File: config.mk
export PLATFORM = sky130hd
export DESIGN_NAME = uart_txrx_enable_commands
export DESIGN_NICKNAME = d
export VERILOG_FILES = /design/src/common/uart_cmd_pkg.sv /design/src/core/uart_txrx_enable_commands.sv
export SDC_FILE = /design/constraint.sdc
export NUM_CORES = 1
export LEC_CHECK = 0
export BUFFER_PORTS_ARGS = -buffer_cell sky130_fd_sc_hd__buf_2
export CAP_MARGIN = 10
export CORE_MARGIN = 2
export CORE_UTILIZATION = 45
export DETAILED_ROUTE_END_ITERATION = 10
export PLACE_DENSITY_LB_ADDON = 0.25
export SLEW_MARGIN = 15
export SYNTH_ARGS = -nofsm -noshare
export SYNTH_HDL_FRONTEND = slang
export SYNTH_SLANG_ARGS = --single-unit
File: constraint.sdc
create_clock -name clk -period 5.34 [get_ports clk]
set_input_delay 0.267 -clock clk [delete_from_list [all_inputs] [get_ports clk]]
set_output_delay 0.267 -clock clk [all_outputs]
set_load 0.02 [all_outputs]
File: src/common/uart_cmd_pkg.sv
package uart_cmd_pkg;

  // ------------------------------------------------------------
  // Register byte offsets
  // ------------------------------------------------------------
  localparam logic [7:0] OFS_COMMAND = 8'h00;
  localparam logic [7:0] OFS_MODE = 8'h04;
  localparam logic [7:0] OFS_STATUS = 8'h08;

  // ------------------------------------------------------------
  // Command register fields
  // ------------------------------------------------------------
  localparam int TX_CMD_LSB = 2;
  localparam int RX_CMD_LSB = 0;
  localparam logic [1:0] CMD_NONE = 2'h0;
  localparam logic [1:0] CMD_ENABLE = 2'h1;
  localparam logic [1:0] CMD_DISABLE = 2'h2;

  // ------------------------------------------------------------
  // Mode register fields
  // ------------------------------------------------------------
  localparam int MODE_PM_LSB = 0;
  localparam int MODE_MODEM_BIT = 2;
  localparam int MODE_AC97_BIT = 3;
  localparam int MODE_CHAN_LSB = 4;
  localparam int MODE_WIDTH = 6;
  localparam logic [5:0] MODE_RESET = 6'h00;
  localparam logic [1:0] PM_MULTIDROP = 2'h3;
  localparam logic [1:0] CHAN_NORMAL = 2'h0;
  localparam logic [1:0] CHAN_ECHO = 2'h1;
  localparam logic [1:0] CHAN_LOCAL_LOOP = 2'h2;
  localparam logic [1:0] CHAN_REMOTE_LOOP = 2'h3;

  // ------------------------------------------------------------
  // Status register bits
  // ------------------------------------------------------------
  localparam int STAT_RX_EN_BIT = 0;
  localparam int STAT_TX_EN_BIT = 1;
  localparam int STAT_TX_RDY_BIT = 2;
  localparam int STAT_TX_EMP_BIT = 3;
  localparam int STAT_RX_ACT_BIT = 4;
  localparam int STAT_TX_ACT_BIT = 5;

endpackage

File: src/core/uart_txrx_enable_commands.sv
`timescale 1ns/1ps
// What this block does
// - Transmitter code 00 keeps transmitter state
// - Transmitter enable in UART mode sets empty and ready flags
// - Enable while enabled changes nothing
// - Modem enable: empty set at first sync
// - AC97 empty needs fifo empty, ready, sync
// - Transmitter disable stops and clears empty; ready is cleared in UART mode
// - Character in flight finishes before going idle
// - Disable while disabled changes nothing
// - Modem disable keeps ready unless echo/remote loop
// - Modem accepts fifo writes while disabled
// - Receiver code 00 keeps receiver state
// - Receiver enable hunts start bit unless multidrop
// - Receiver enable while enabled changes nothing
// - UART receiver disable drops partial character immediately
// - Receiver disable leaves transmitter ready and empty flags untouched
// - Local loop or multidrop keeps receiver running
// - Receiver disable while disabled changes nothing
// - Modem receiver finishes character before stopping
module uart_txrx_enable_commands
  import uart_cmd_pkg::*;
(
  input wire logic clk, // System clock, 100 MHz
  input wire logic rst_b, // Asynchronous reset, active low
  input wire logic ce, // Clock enable, freezes all state when low
  input wire logic hsel, // AHB slave select
  input wire logic [31:0] haddr, // AHB address
  input wire logic [1:0] htrans, // AHB transfer type
  input wire logic hwrite, // AHB write strobe
  input wire logic [2:0] hsize, // AHB transfer size
  input wire logic [31:0] hwdata, // AHB write data
  input wire logic hready, // AHB bus ready
  output logic hreadyout, // AHB slave ready
  output logic [31:0] hrdata, // AHB read data
  output logic hresp, // AHB response, always OKAY
  input wire logic tx_shifting, // Transmit shifter is sending a character
  input wire logic rx_in_char, // Receive shifter is inside a character
  input wire logic frame_sync, // Modem frame sync pulse
  input wire logic codec_ready, // Receiver saw the coded ready condition
  input wire logic tx_fifo_empty, // Transmit FIFO holds nothing
  input wire logic tx_fifo_write, // Request to write the transmit FIFO
  output logic tx_write_ok, // Transmit FIFO write accepted
  output logic tx_active, // Transmitter operating
  output logic rx_active, // Receiver operating
  output logic rx_hunt, // Pulse: receiver to search for start bit
  output logic rx_drop, // Pulse: discard partial character
  output logic tx_ready_flag, // Transmitter ready status
  output logic tx_empty_flag // Transmitter empty status
);

  // ------------------------------------------------------------
  // State
  // ------------------------------------------------------------
  typedef struct packed {
    logic ph_valid;
    logic ph_wr;
    logic [7:0] ph_addr;
    logic [31:0] rdata;
    logic [MODE_WIDTH-1:0] mode;
    logic tx_en;
    logic tx_drain;
    logic tx_rdy;
    logic tx_emp;
    logic tx_arm;
    logic rx_en;
    logic rx_drain;
    logic rx_hunt;
    logic rx_drop;
  } state_t;

  localparam state_t STATE_RESET = '{
    ph_valid: 1'b0, ph_wr: 1'b0, ph_addr: 8'h00, rdata: 32'h0000_0000,
    mode: MODE_RESET, tx_en: 1'b0, tx_drain: 1'b0, tx_rdy: 1'b0,
    tx_emp: 1'b0, tx_arm: 1'b0, rx_en: 1'b0, rx_drain: 1'b0,
    rx_hunt: 1'b0, rx_drop: 1'b0};

  state_t s_q;
  state_t s_d;

  logic [1:0] pm;
  logic [1:0] chan;
  logic modem;
  logic ac97;
  logic cmd_wr;
  logic mode_wr;
  logic [1:0] tx_cmd;
  logic [1:0] rx_cmd;
  logic addr_phase;
  logic rx_keep;
  logic [31:0] status_word;

  // ------------------------------------------------------------
  // Decode
  // ------------------------------------------------------------
  assign pm = s_q.mode[MODE_PM_LSB +: 2];
  assign chan = s_q.mode[MODE_CHAN_LSB +: 2];
  assign modem = s_q.mode[MODE_MODEM_BIT];
  assign ac97 = s_q.mode[MODE_AC97_BIT];
  // Local loop-back and multidrop keep the receiver running
  assign rx_keep = (chan == CHAN_LOCAL_LOOP) || (pm == PM_MULTIDROP);
  assign addr_phase = hsel && htrans[1] && hready;
  // Command fields only live during the one write data phase
  assign cmd_wr = ce && s_q.ph_valid && s_q.ph_wr && (s_q.ph_addr == OFS_COMMAND);
  assign mode_wr = ce && s_q.ph_valid && s_q.ph_wr && (s_q.ph_addr == OFS_MODE);
  assign tx_cmd = cmd_wr ? hwdata[TX_CMD_LSB +: 2] : CMD_NONE;
  assign rx_cmd = cmd_wr ? hwdata[RX_CMD_LSB +: 2] : CMD_NONE;

  always_comb begin
    status_word = 32'h0000_0000;
    status_word[STAT_RX_EN_BIT] = s_q.rx_en;
    status_word[STAT_TX_EN_BIT] = s_q.tx_en;
    status_word[STAT_TX_RDY_BIT] = s_q.tx_rdy;
    status_word[STAT_TX_EMP_BIT] = s_q.tx_emp;
    status_word[STAT_RX_ACT_BIT] = rx_active;
    status_word[STAT_TX_ACT_BIT] = tx_active;
  end

  // ------------------------------------------------------------
  // Next state
  // ------------------------------------------------------------
  always_comb begin
    s_d = s_q;
    s_d.rx_hunt = 1'b0;
    s_d.rx_drop = 1'b0;

    // Bus address phase; writes land in the following data phase
    s_d.ph_valid = addr_phase;
    s_d.ph_wr = hwrite;
    s_d.ph_addr = haddr[7:0];
    if (addr_phase && !hwrite) begin
      case (haddr[7:0])
        OFS_MODE: s_d.rdata = {{(32-MODE_WIDTH){1'b0}}, s_q.mode};
        OFS_STATUS: s_d.rdata = status_word;
        default: s_d.rdata = 32'h0000_0000;
      endcase
    end
    if (mode_wr) begin
      s_d.mode = hwdata[MODE_WIDTH-1:0];
    end

    // Drains end as soon as the shifter finishes its character
    if (s_q.tx_drain && !tx_shifting) begin
      s_d.tx_drain = 1'b0;
    end
    if (s_q.rx_drain && !rx_in_char) begin
      s_d.rx_drain = 1'b0;
    end

    // Transmitter; code 00 and reserved 11 fall through untouched
    case (tx_cmd)
      CMD_ENABLE: begin
        if (!s_q.tx_en) begin
          s_d.tx_en = 1'b1;
          s_d.tx_drain = 1'b0;
          if (modem) begin
            s_d.tx_arm = 1'b1;
          end else begin
            s_d.tx_rdy = 1'b1;
            s_d.tx_emp = 1'b1;
          end
        end
      end
      CMD_DISABLE: begin
        if (s_q.tx_en) begin
          s_d.tx_en = 1'b0;
          s_d.tx_arm = 1'b0;
          s_d.tx_drain = tx_shifting;
          s_d.tx_emp = 1'b0;
          if (!modem || chan == CHAN_ECHO || chan == CHAN_REMOTE_LOOP) begin
            s_d.tx_rdy = 1'b0;
          end
        end
      end
      default: begin
        s_d.tx_en = s_q.tx_en;
      end
    endcase

    // Any sample written before the first sync cancels the arm
    if (s_q.tx_arm && tx_write_ok) begin
      s_d.tx_arm = 1'b0;
    end
    // Set after the clears so a same-cycle event is not lost
    if (modem && s_q.tx_arm && s_q.tx_en && frame_sync) begin
      s_d.tx_arm = 1'b0;
      if (tx_fifo_empty && !tx_fifo_write && (!ac97 || codec_ready)) begin
        s_d.tx_emp = 1'b1;
      end
    end

    // Receiver; transmitter ready and empty flags are never touched here
    case (rx_cmd)
      CMD_ENABLE: begin
        if (!s_q.rx_en && pm != PM_MULTIDROP) begin
          s_d.rx_en = 1'b1;
          s_d.rx_drain = 1'b0;
          s_d.rx_hunt = 1'b1;
        end
      end
      CMD_DISABLE: begin
        if (s_q.rx_en && !rx_keep) begin
          s_d.rx_en = 1'b0;
          if (modem) begin
            s_d.rx_drain = rx_in_char;
          end else begin
            s_d.rx_drop = rx_in_char;
          end
        end
      end
      default: begin
        s_d.rx_en = s_q.rx_en;
      end
    endcase
  end

  // ------------------------------------------------------------
  // Registers
  // ------------------------------------------------------------
  always_ff @(posedge clk or negedge rst_b) begin
    if (!rst_b) begin
      s_q <= STATE_RESET;
    end else if (ce) begin
      s_q <= s_d;
    end
  end

  // ------------------------------------------------------------
  // Outputs
  // ------------------------------------------------------------
  // Zero wait states: every transfer completes in one data phase
  assign hreadyout = 1'b1;
  assign hresp = 1'b0;
  assign hrdata = s_q.rdata;
  assign tx_active = s_q.tx_en || s_q.tx_drain;
  assign rx_active = s_q.rx_en || s_q.rx_drain;
  assign rx_hunt = s_q.rx_hunt;
  assign rx_drop = s_q.rx_drop;
  assign tx_ready_flag = s_q.tx_rdy;
  assign tx_empty_flag = s_q.tx_emp;
  // UART mode refuses FIFO writes while disabled
  assign tx_write_ok = tx_fifo_write && (modem || s_q.tx_en);
endmodule

==> results of run 1 <==
per-layer routing:
metal,GRT usage,vias up
met5,0,-
met4,0.0760,0
met3,0.0455,9
met2,0.256,47
met1,0.222,625
li1,-,636
path summary, 6_finish.rpt:
kind,slack [ns],cells past startpoint,end,startpoint
worst max-delay path,3.01,7,tx_empty_flag$_DFFE_PN0P_,s_q[52]$_DFFE_PN0P_
worst min-delay path,0.03,1,rx_hunt$_DFFE_PN0P_,rst_b
worst max register to register,3.01,7,tx_empty_flag$_DFFE_PN0P_,s_q[52]$_DFFE_PN0P_
worst min register to register,0.49,1,rx_hunt$_DFFE_PN0P_,rx_hunt$_DFFE_PN0P_
max in group asynchronous,4.88,1,ac97$_DFFE_PN0P_,rst_b
min in group clk,0.23,2,chan[1]$_DFFE_PN0P_,hwdata[5]
worst max-delay path, delay by kind of cell (launching register included):
kind            cells  cell delay (ns)
simple gates        4             1.17
fa+ha+maj           1             0.24
compound gates      2             0.41
flops               1             0.40
logic make-up after synthesis:
family | Yosys count
simple gates | 44
flops | 31
mux | 16
fa+ha+maj | 4
compound gates | 35
other cells | 2
buf+inv | 41
sequential cells by signal, indices dropped and copies added (netlist names):
signal,flops
rx_drop,1
rx_hunt,1
modem,1
chan,2
tx_ready_flag,1
pm,2
s_q,15
ac97,1
tx_empty_flag,1
hrdata,6
cell usage after synthesis, types with 3 or more instances:
cell type  number
and2_1          8
inv_1           3
buf_4          34
nor4_1          3
buf_2           4
dfrtp_1        31
o2bb2ai_1       3
a22o_1         10
ha_1            4
o21ai_0         5
nor2b_1         5
nand2_1         8
mux2_2         16
nand2b_1        3
per-stage QoR:
step | hold slack [ns] | cell area [µm²]
floorplan | -0.0286 | 1990
global placement | 0.352 | 1970
detailed placement | 0.345 | 1970
CTS | 0.0499 | 2050
global route | 0.0727 | 2050
finish | 0.0275 | 2050
report_power, final:
group / internal, mW / switching [mW] / leakage, nW
logic: 0.0191 / 0.0363 / 0.567
registers: 0.243 / 0.00897 / 0.412
clock network: 0.0865 / 0.0769 / 0.0371
total: 0.349 / 0.122 / 1.02
cell type report:
cell class,instances,area [µm²],share of cell area
multi-input combinational,127,930,0.454
clock buffer,6,72.6,0.0355
timing repair buffer,39,195,0.0954
tap,50,62.6,0.0306
inverter,3,11.3,0.00550
sequential,31,776,0.379
==> results.md, run 1 <==
- Highest metal used: met4
- Pre-CTS WS: ~3 ns
- Initial antenna violation count: 0
- CTS tree: done
- Count of final hold-check violations: 0
- # diodes: 0
- LEAKAGE: 1.02 nW
- Vias in the first global route: 1148
- Adder-Cell Fraction of Synth Area: 0.0264
- Synth Area in Compound Gates: 0.145
- Metal3 WL: 190 µm
- Routed wl met2: 1620 µm
- Worst setup SP type: flop
- Max Freq: between 0.4 and 0.5 GHz
- WL final: around 3500 µm
- CTS HTree Levels: 2
- Via count: 1317
- Syn_area_per_cell: roughly 11 µm²
- Drt wl/cell: 13.7 µm
- Non-Filler Instances: 256
- Clock root buffer: clkbuf_8
- Core Util, Final: 0.508
- Synth area leader: dfrtp_1
- CTS buffer count: 5
- Maxcap violations: 0
- Post-route minimum period: 2.33 ns
- Worst Tran Pin Value: 0.680 ns
- RSZ-0062 raised after global routing: false
- Setup TNS: 0 ns
- Clock Sinks: 31
- Main combinational cell family by area after synthesis: simple AND/OR/NAND/NOR gates
- Die Wd: 68.9 µm
- Cts hold-fix bufs: 0
- EDFF count, synth: 0
- FP Rows: 23
- Hpwl dp: between 2000 and 3000 µm
- Fin crit share: 0.437
- Worst hold path class: in -> async
- Synth Area in Simple Gates: 0.168
- IO Port Bufs: 39
- XOR/XNOR Fraction of Synth Area: 0
- Ys Warns: 0
- Boundary pin count: about 120
- Clk_skew: ~0.0040 ns
- Die Area: 4740 µm²
- Critical Path AT: 2.49 ns
- DR pass1 iterations: 4
- Max FO, Critical Path: 8
- Yosys cell types: 42
- Top_reg_cell synth: dfrtp_1
- CTS resizes: 0
- Reg clk slew, reported paths: approximately 0.06 ns
- Wl on met1: 1640 µm
- Final Worst Setup Slack: 3.01 ns
- Commonest non-fill, non-tap cell in the layout: buf_2
- P&R area growth vs syn: 8.06%
- Share of the synthesized area in the top cell type: 0.410
- Seq/Total Area, Yosys: 0.410
- Ranking of synthesized cells by area: dfrtp_1, buf_4, mux2_2
- Post-synthesis cell count: roughly 170
- CP max stage delay: 0.41 ns
- CP endpoint kind: flop
- Layout Nets: approximately 300
- Grt total ovfl: 0
- Cells after DPL: 250
- Total core area: 4030 µm²
- Post-synthesis mux area share: 0.0951
- First-pass GRT wire length: roughly 5600 µm
- Initial Util: 0.470
- Crit-path cells: nor4_4 -> and4_1 -> and2_1 -> ha_1 -> nand2b_1 -> o32ai_1 -> a21oi_1
- Fraction of layout cells with a size suffix above 1: 0.320
- Remaining antenna violation count: 0
- Synthesized cell area: 1890 µm²
- Status: finished, final reports clean
- Slowest CP cell: and4_1
- Number of setup violations in the final report: 0
- Setup bufs post-CTS: 0
- Peak supply drop: 0.0900 mV
- Longest Clk Path Bufs: 2
- Final slew viol count: 0
- Clock latency at the later pin of the worst-skew pair: 0.28 ns
- Overall Global Routing Usage: 0.167
- Via density: 5.14
- Pwr Total: 471 µW
- PwrDens: 230 nW/µm²
- #FFs+latches synth: 31
- Setup Crit Path Kind: reg -> reg
- Slew headroom: 0.547
- Remaining DRCs: 0
- Die Ht: 68.9 µm
- Gpl congestion: 0.789
- Filler cell count: around 380
- Crit path required time: around 5.5 ns
- First DRT Iteration DRCs: between 50 and 60
- Commonest cells after routing, fill and taps aside: buf_2, dfrtp_1, conb_1, mux2_2, a22o_1
- Async SR Flop Fraction: 1.00
- Largest net degree at the start of global routing: 32
(Power assumes the default switching activity.)
==> run 2, diff against run 1 <==
--- a/config.mk
+++ b/config.mk
@@ -5,10 +5,11 @@
 export SDC_FILE = /design/constraint.sdc
 export NUM_CORES = 1
 export LEC_CHECK = 0
+export ABC_AREA = 1
 export BUFFER_PORTS_ARGS = -buffer_cell sky130_fd_sc_hd__buf_2
 export CAP_MARGIN = 10
 export CORE_MARGIN = 2
-export CORE_UTILIZATION = 45
+export CORE_UTILIZATION = 39
 export DETAILED_ROUTE_END_ITERATION = 10
 export PLACE_DENSITY_LB_ADDON = 0.25
 export SLEW_MARGIN = 15
==> constraint.sdc (replaced) <==
create_clock -name clk -period 2.1 [get_ports clk]
set_input_delay 0.105 -clock clk [delete_from_list [all_inputs] [get_ports clk]]
set_output_delay 0.105 -clock clk [all_outputs]
set_load 0.02 [all_outputs]
==> results.md, run 2 <==
- CTS HTree Levels: 2 (unchanged)
- Initial antenna violation count: 0 (unchanged)
- Longest Clk Path Bufs: 2 (unchanged)
- Via count: 1659 (was 1317)
- CP endpoint kind: flop (unchanged)
- Crit-path cells: inv_1 -> nand4_1 -> nor2_1 -> nand3_2 -> nor2_2 -> inv_1 -> ha_2 -> nor2_4 -> nand3_1 -> o21ai_0 -> a21oi_1 (was nor4_4 -> and4_1 -> and2_1 -> ha_1 -> nand2b_1 -> o32ai_1 -> a21oi_1)
- Layout Nets: 401 (was 292)
- Syn_area_per_cell: 7.29 µm² (was 10.9 µm²)
- Seq/Total Area, Yosys: 0.384 (was 0.410)
- Most flops, register: s_q (unchanged)
- Post-Layout Inst Area: 2280 µm² (was 2050 µm²)
- Initial Util: 0.401 (was 0.470)
- Top-count cell post-synth: nand2_1 (was buf_4)
- Setup TNS: 0 ns (unchanged)
- Worst hold margin: 0.0493 ns (was 0.0275 ns)
- Hpwl dp: 3070 µm (was 2710 µm)
- Commonest cells after routing, fill and taps aside: nand2_1, buf_2, inv_1, dfrtp_1, conb_1 (was buf_2, dfrtp_1, conb_1, mux2_2, a22o_1)
- Remaining antenna violation count: 0 (unchanged)
- Worst setup SP type: flop (unchanged)
- Slowest CP cell: dfrtp_1 (was and4_1)
- Number of setup violations in the final report: 0 (unchanged)
- Clock latency at the later pin of the worst-skew pair: 0.28 ns (about the same)
- WL final: 3990 µm (was 3520 µm)
- Die Area: 5770 µm² (was 4740 µm²)
- Fin crit share: 0.917 (was 0.437)
- Ys Warns: 0 (unchanged)
- Synthesized cell area: 2020 µm² (was 1890 µm²)
- First DRT Iteration DRCs: 116 (was 57)
- Setup Crit Path Kind: reg -> reg (unchanged)
- Count of final hold-check violations: 0 (unchanged)
- Post-synthesis cell count: 277 (was 173)
- CP most frequent cell: inv_1
- Fraction of layout cells with a size suffix above 1: 0.237 (was 0.320)
- IO Port Bufs: 39 (unchanged)
- DR pass1 iterations: 4 (unchanged)
- Share of the synthesized area in the top cell type: 0.384 (was 0.410)
- Crit path required time: 2.26 ns (was 5.50 ns)
- PwrDens: 570 nW/µm² (was 230 nW/µm²)
- FP Rows: 26 (was 23)
- Die Ht: 76.0 µm (was 68.9 µm)
- Overall Global Routing Usage: 0.144 (was 0.167)
- Placement Cell Area: 2140 µm² (was 1970 µm²)
- Clock root buffer: clkbuf_8 (unchanged)
- Critical Path AT: 2.09 ns (was 2.49 ns)
- First-pass GRT wire length: 6840 µm (was 5600 µm)
- Yosys cell types: 23 (was 42)
- CP max stage delay: 0.37 ns (was 0.41 ns)
- Peak supply drop: 0.227 mV (was 0.0900 mV)
- #FFs+latches synth: 31 (unchanged)
- Worst Tran Pin Value: 0.692 ns (was 0.680 ns)
- Boundary pin count: 122 (unchanged)
- Grt total ovfl: 0 (unchanged)
- Remaining DRCs: 0 (unchanged)
- Commonest cells in the synthesized netlist: nand2_1, buf_4, inv_1, dfrtp_1, nand3_1 (was buf_4, dfrtp_1, mux2_2, a22o_1)
- Synth area leader: dfrtp_1 (unchanged)
- Final slew viol count: 0 (unchanged)
- Post-synthesis mux area share: 0 (was 0.0951)
- Total core area: 5040 µm² (was 4030 µm²)
- Synth Area in Compound Gates: 0.0718 (was 0.145)
- P&R area growth vs syn: 12.6% (was 8.06%)
- LEAKAGE: 1.23 nW (was 1.02 nW)
- Clk_skew: 0.00706 ns (was 0.00395 ns)
- Main combinational cell family by area after synthesis: simple AND/OR/NAND/NOR gates (unchanged)
- Status: finished, final reports clean (unchanged)
- Max FO, Critical Path: 7 (was 8)
- Drt wl/cell: 10.3 µm (was 13.7 µm)
- # diodes: 0 (unchanged)
- Largest net degree at the start of global routing: 32 (unchanged)
- Die Wd: 76.0 µm (was 68.9 µm)
- Adder-Cell Fraction of Synth Area: 0.0248 (was 0.0264)
- CTS tree: done (unchanged)
- Worst hold path class: in -> reg (was in -> async)
- Async SR Flop Fraction: 1.00 (unchanged)
- Ranking of synthesized cells by area: dfrtp_1, nand2_1, buf_4 (was dfrtp_1, buf_4, mux2_2)
- CTS buffer count: 5 (unchanged)
- Core Util, Final: 0.451 (was 0.508)
- Maxcap violations: 0 (unchanged)
- Vias in the first global route: 1517 (was 1148)
- Post-route minimum period: 1.93 ns (was 2.33 ns)
- Gpl congestion: 0.821 (was 0.789)
- Max Freq: 0.519 GHz (was 0.428 GHz)
- XOR/XNOR Fraction of Synth Area: 0 (unchanged)
- Synth Area in Simple Gates: 0.306 (was 0.168)
- EDFF count, synth: 0 (unchanged)
- Commonest non-fill, non-tap cell in the layout: nand2_1 (was buf_2)
- Reg clk slew, reported paths: 0.06 ns (about the same)
- Top_reg_cell synth: dfrtp_1 (unchanged)
- Slew headroom: 0.539 (was 0.547)
- Number of flip-flops in the largest register: 15 (unchanged)
- Clock Sinks: 31 (unchanged)
- Filler cell count: 535 (was 384)
- Via density: 4.29 (was 5.14)
-- run 2: cell types whose count changed after synthesis, sizes merged, moves of 8 or more --
cell | before | now
a22o | 10 | 0
and2 | 8 | 0
inv | 3 | 41
mux2 | 16 | 0
nand2 | 8 | 83
nand3 | 0 | 18
nor2 | 2 | 20
o21ai | 5 | 23
-- run 2: per-layer routing --
| layer | track usage | wire length (µm) |
|---|---|---|
| met1 | 0.187 | 1910 |
| met2 | 0.240 | 1850 |
| met3 | 0.0391 | 178 |
| met4 | 0.0382 | 53 |
| met5 | 0 | 0 |
-- run 2: area by class of cell --
cell class,count,area (µm²),share of cell area
clock buffer,8,100,0.0440
sequential,31,776,0.341
timing repair buffer,43,228,0.100
inverter,41,154,0.0676
tap,70,87.6,0.0385
multi-input combinational,194,931,0.409
-- run 2: power by group --
part	switching [mW]	total, mW	internal (mW)
Sequential	0.00994	0.626	0.616
Combinational	0.118	0.158	0.0399
Clock	0.214	0.513	0.299
Total	0.343	1.30	0.955
-- run 2: cells by family after synthesis --
logic type	after synthesis
adder cells (fa/ha/maj)	4
flip-flops	31
AO/OA/AOI/OAI	29
other	2
AND/OR/NAND/NOR	133
buffers and inverters	78
-- run 2: worst max-delay path, delay by kind of cell, from the launching register on --
kind / cells / cell delay [ns]
AO/OA/AOI/OAI: 2 / 0.17
buffers and inverters: 2 / 0.14
flip-flops: 1 / 0.37
AND/OR/NAND/NOR: 6 / 0.82
adder cells (fa/ha/maj): 1 / 0.28
-- run 2: final timing paths --
path | slack (ns) | end | depth (start not counted) | startpoint
max in group asynchronous | 1.25 | ac97$_DFFE_PN0P_ | 2 | rst_b
hold / removal | 0.05 | s_q[48]$_DFFE_PN0P_ | 3 | haddr[1]
min in group asynchronous | 0.40 | s_q[51]$_DFFE_PN0P_ | 2 | rst_b
setup reg to reg | 0.17 | tx_empty_flag$_DFFE_PN0P_ | 11 | s_q[50]$_DFFE_PN0P_
setup / recovery | 0.17 | tx_empty_flag$_DFFE_PN0P_ | 11 | s_q[50]$_DFFE_PN0P_
hold reg to reg | 0.48 | hrdata[2]$_DFFE_PN0P_ | 2 | hrdata[2]$_DFFE_PN0P_
-- run 2: through the flow --
step                      total power [mW]  std cells  setup slack, ns
after floorplan                      0.778        303            0.410
after global placement               0.792        376            0.194
after detailed placement             0.795        376            0.171
after CTS                             1.31        385            0.145
after global routing                  1.36        387          -0.0124
final                                 1.30        387            0.174
-- run 2: what timing repair did --
| item | 4_1_cts | 5_1_grt |
|---|---|---|
| gates resized for setup | 0 | 6 |
| setup buffers | 0 | 2 |
| hold buffers | 1 | 0 |
| hold endpoints to repair | 31 | 0 |
| setup endpoints to repair | 0 | 2 |
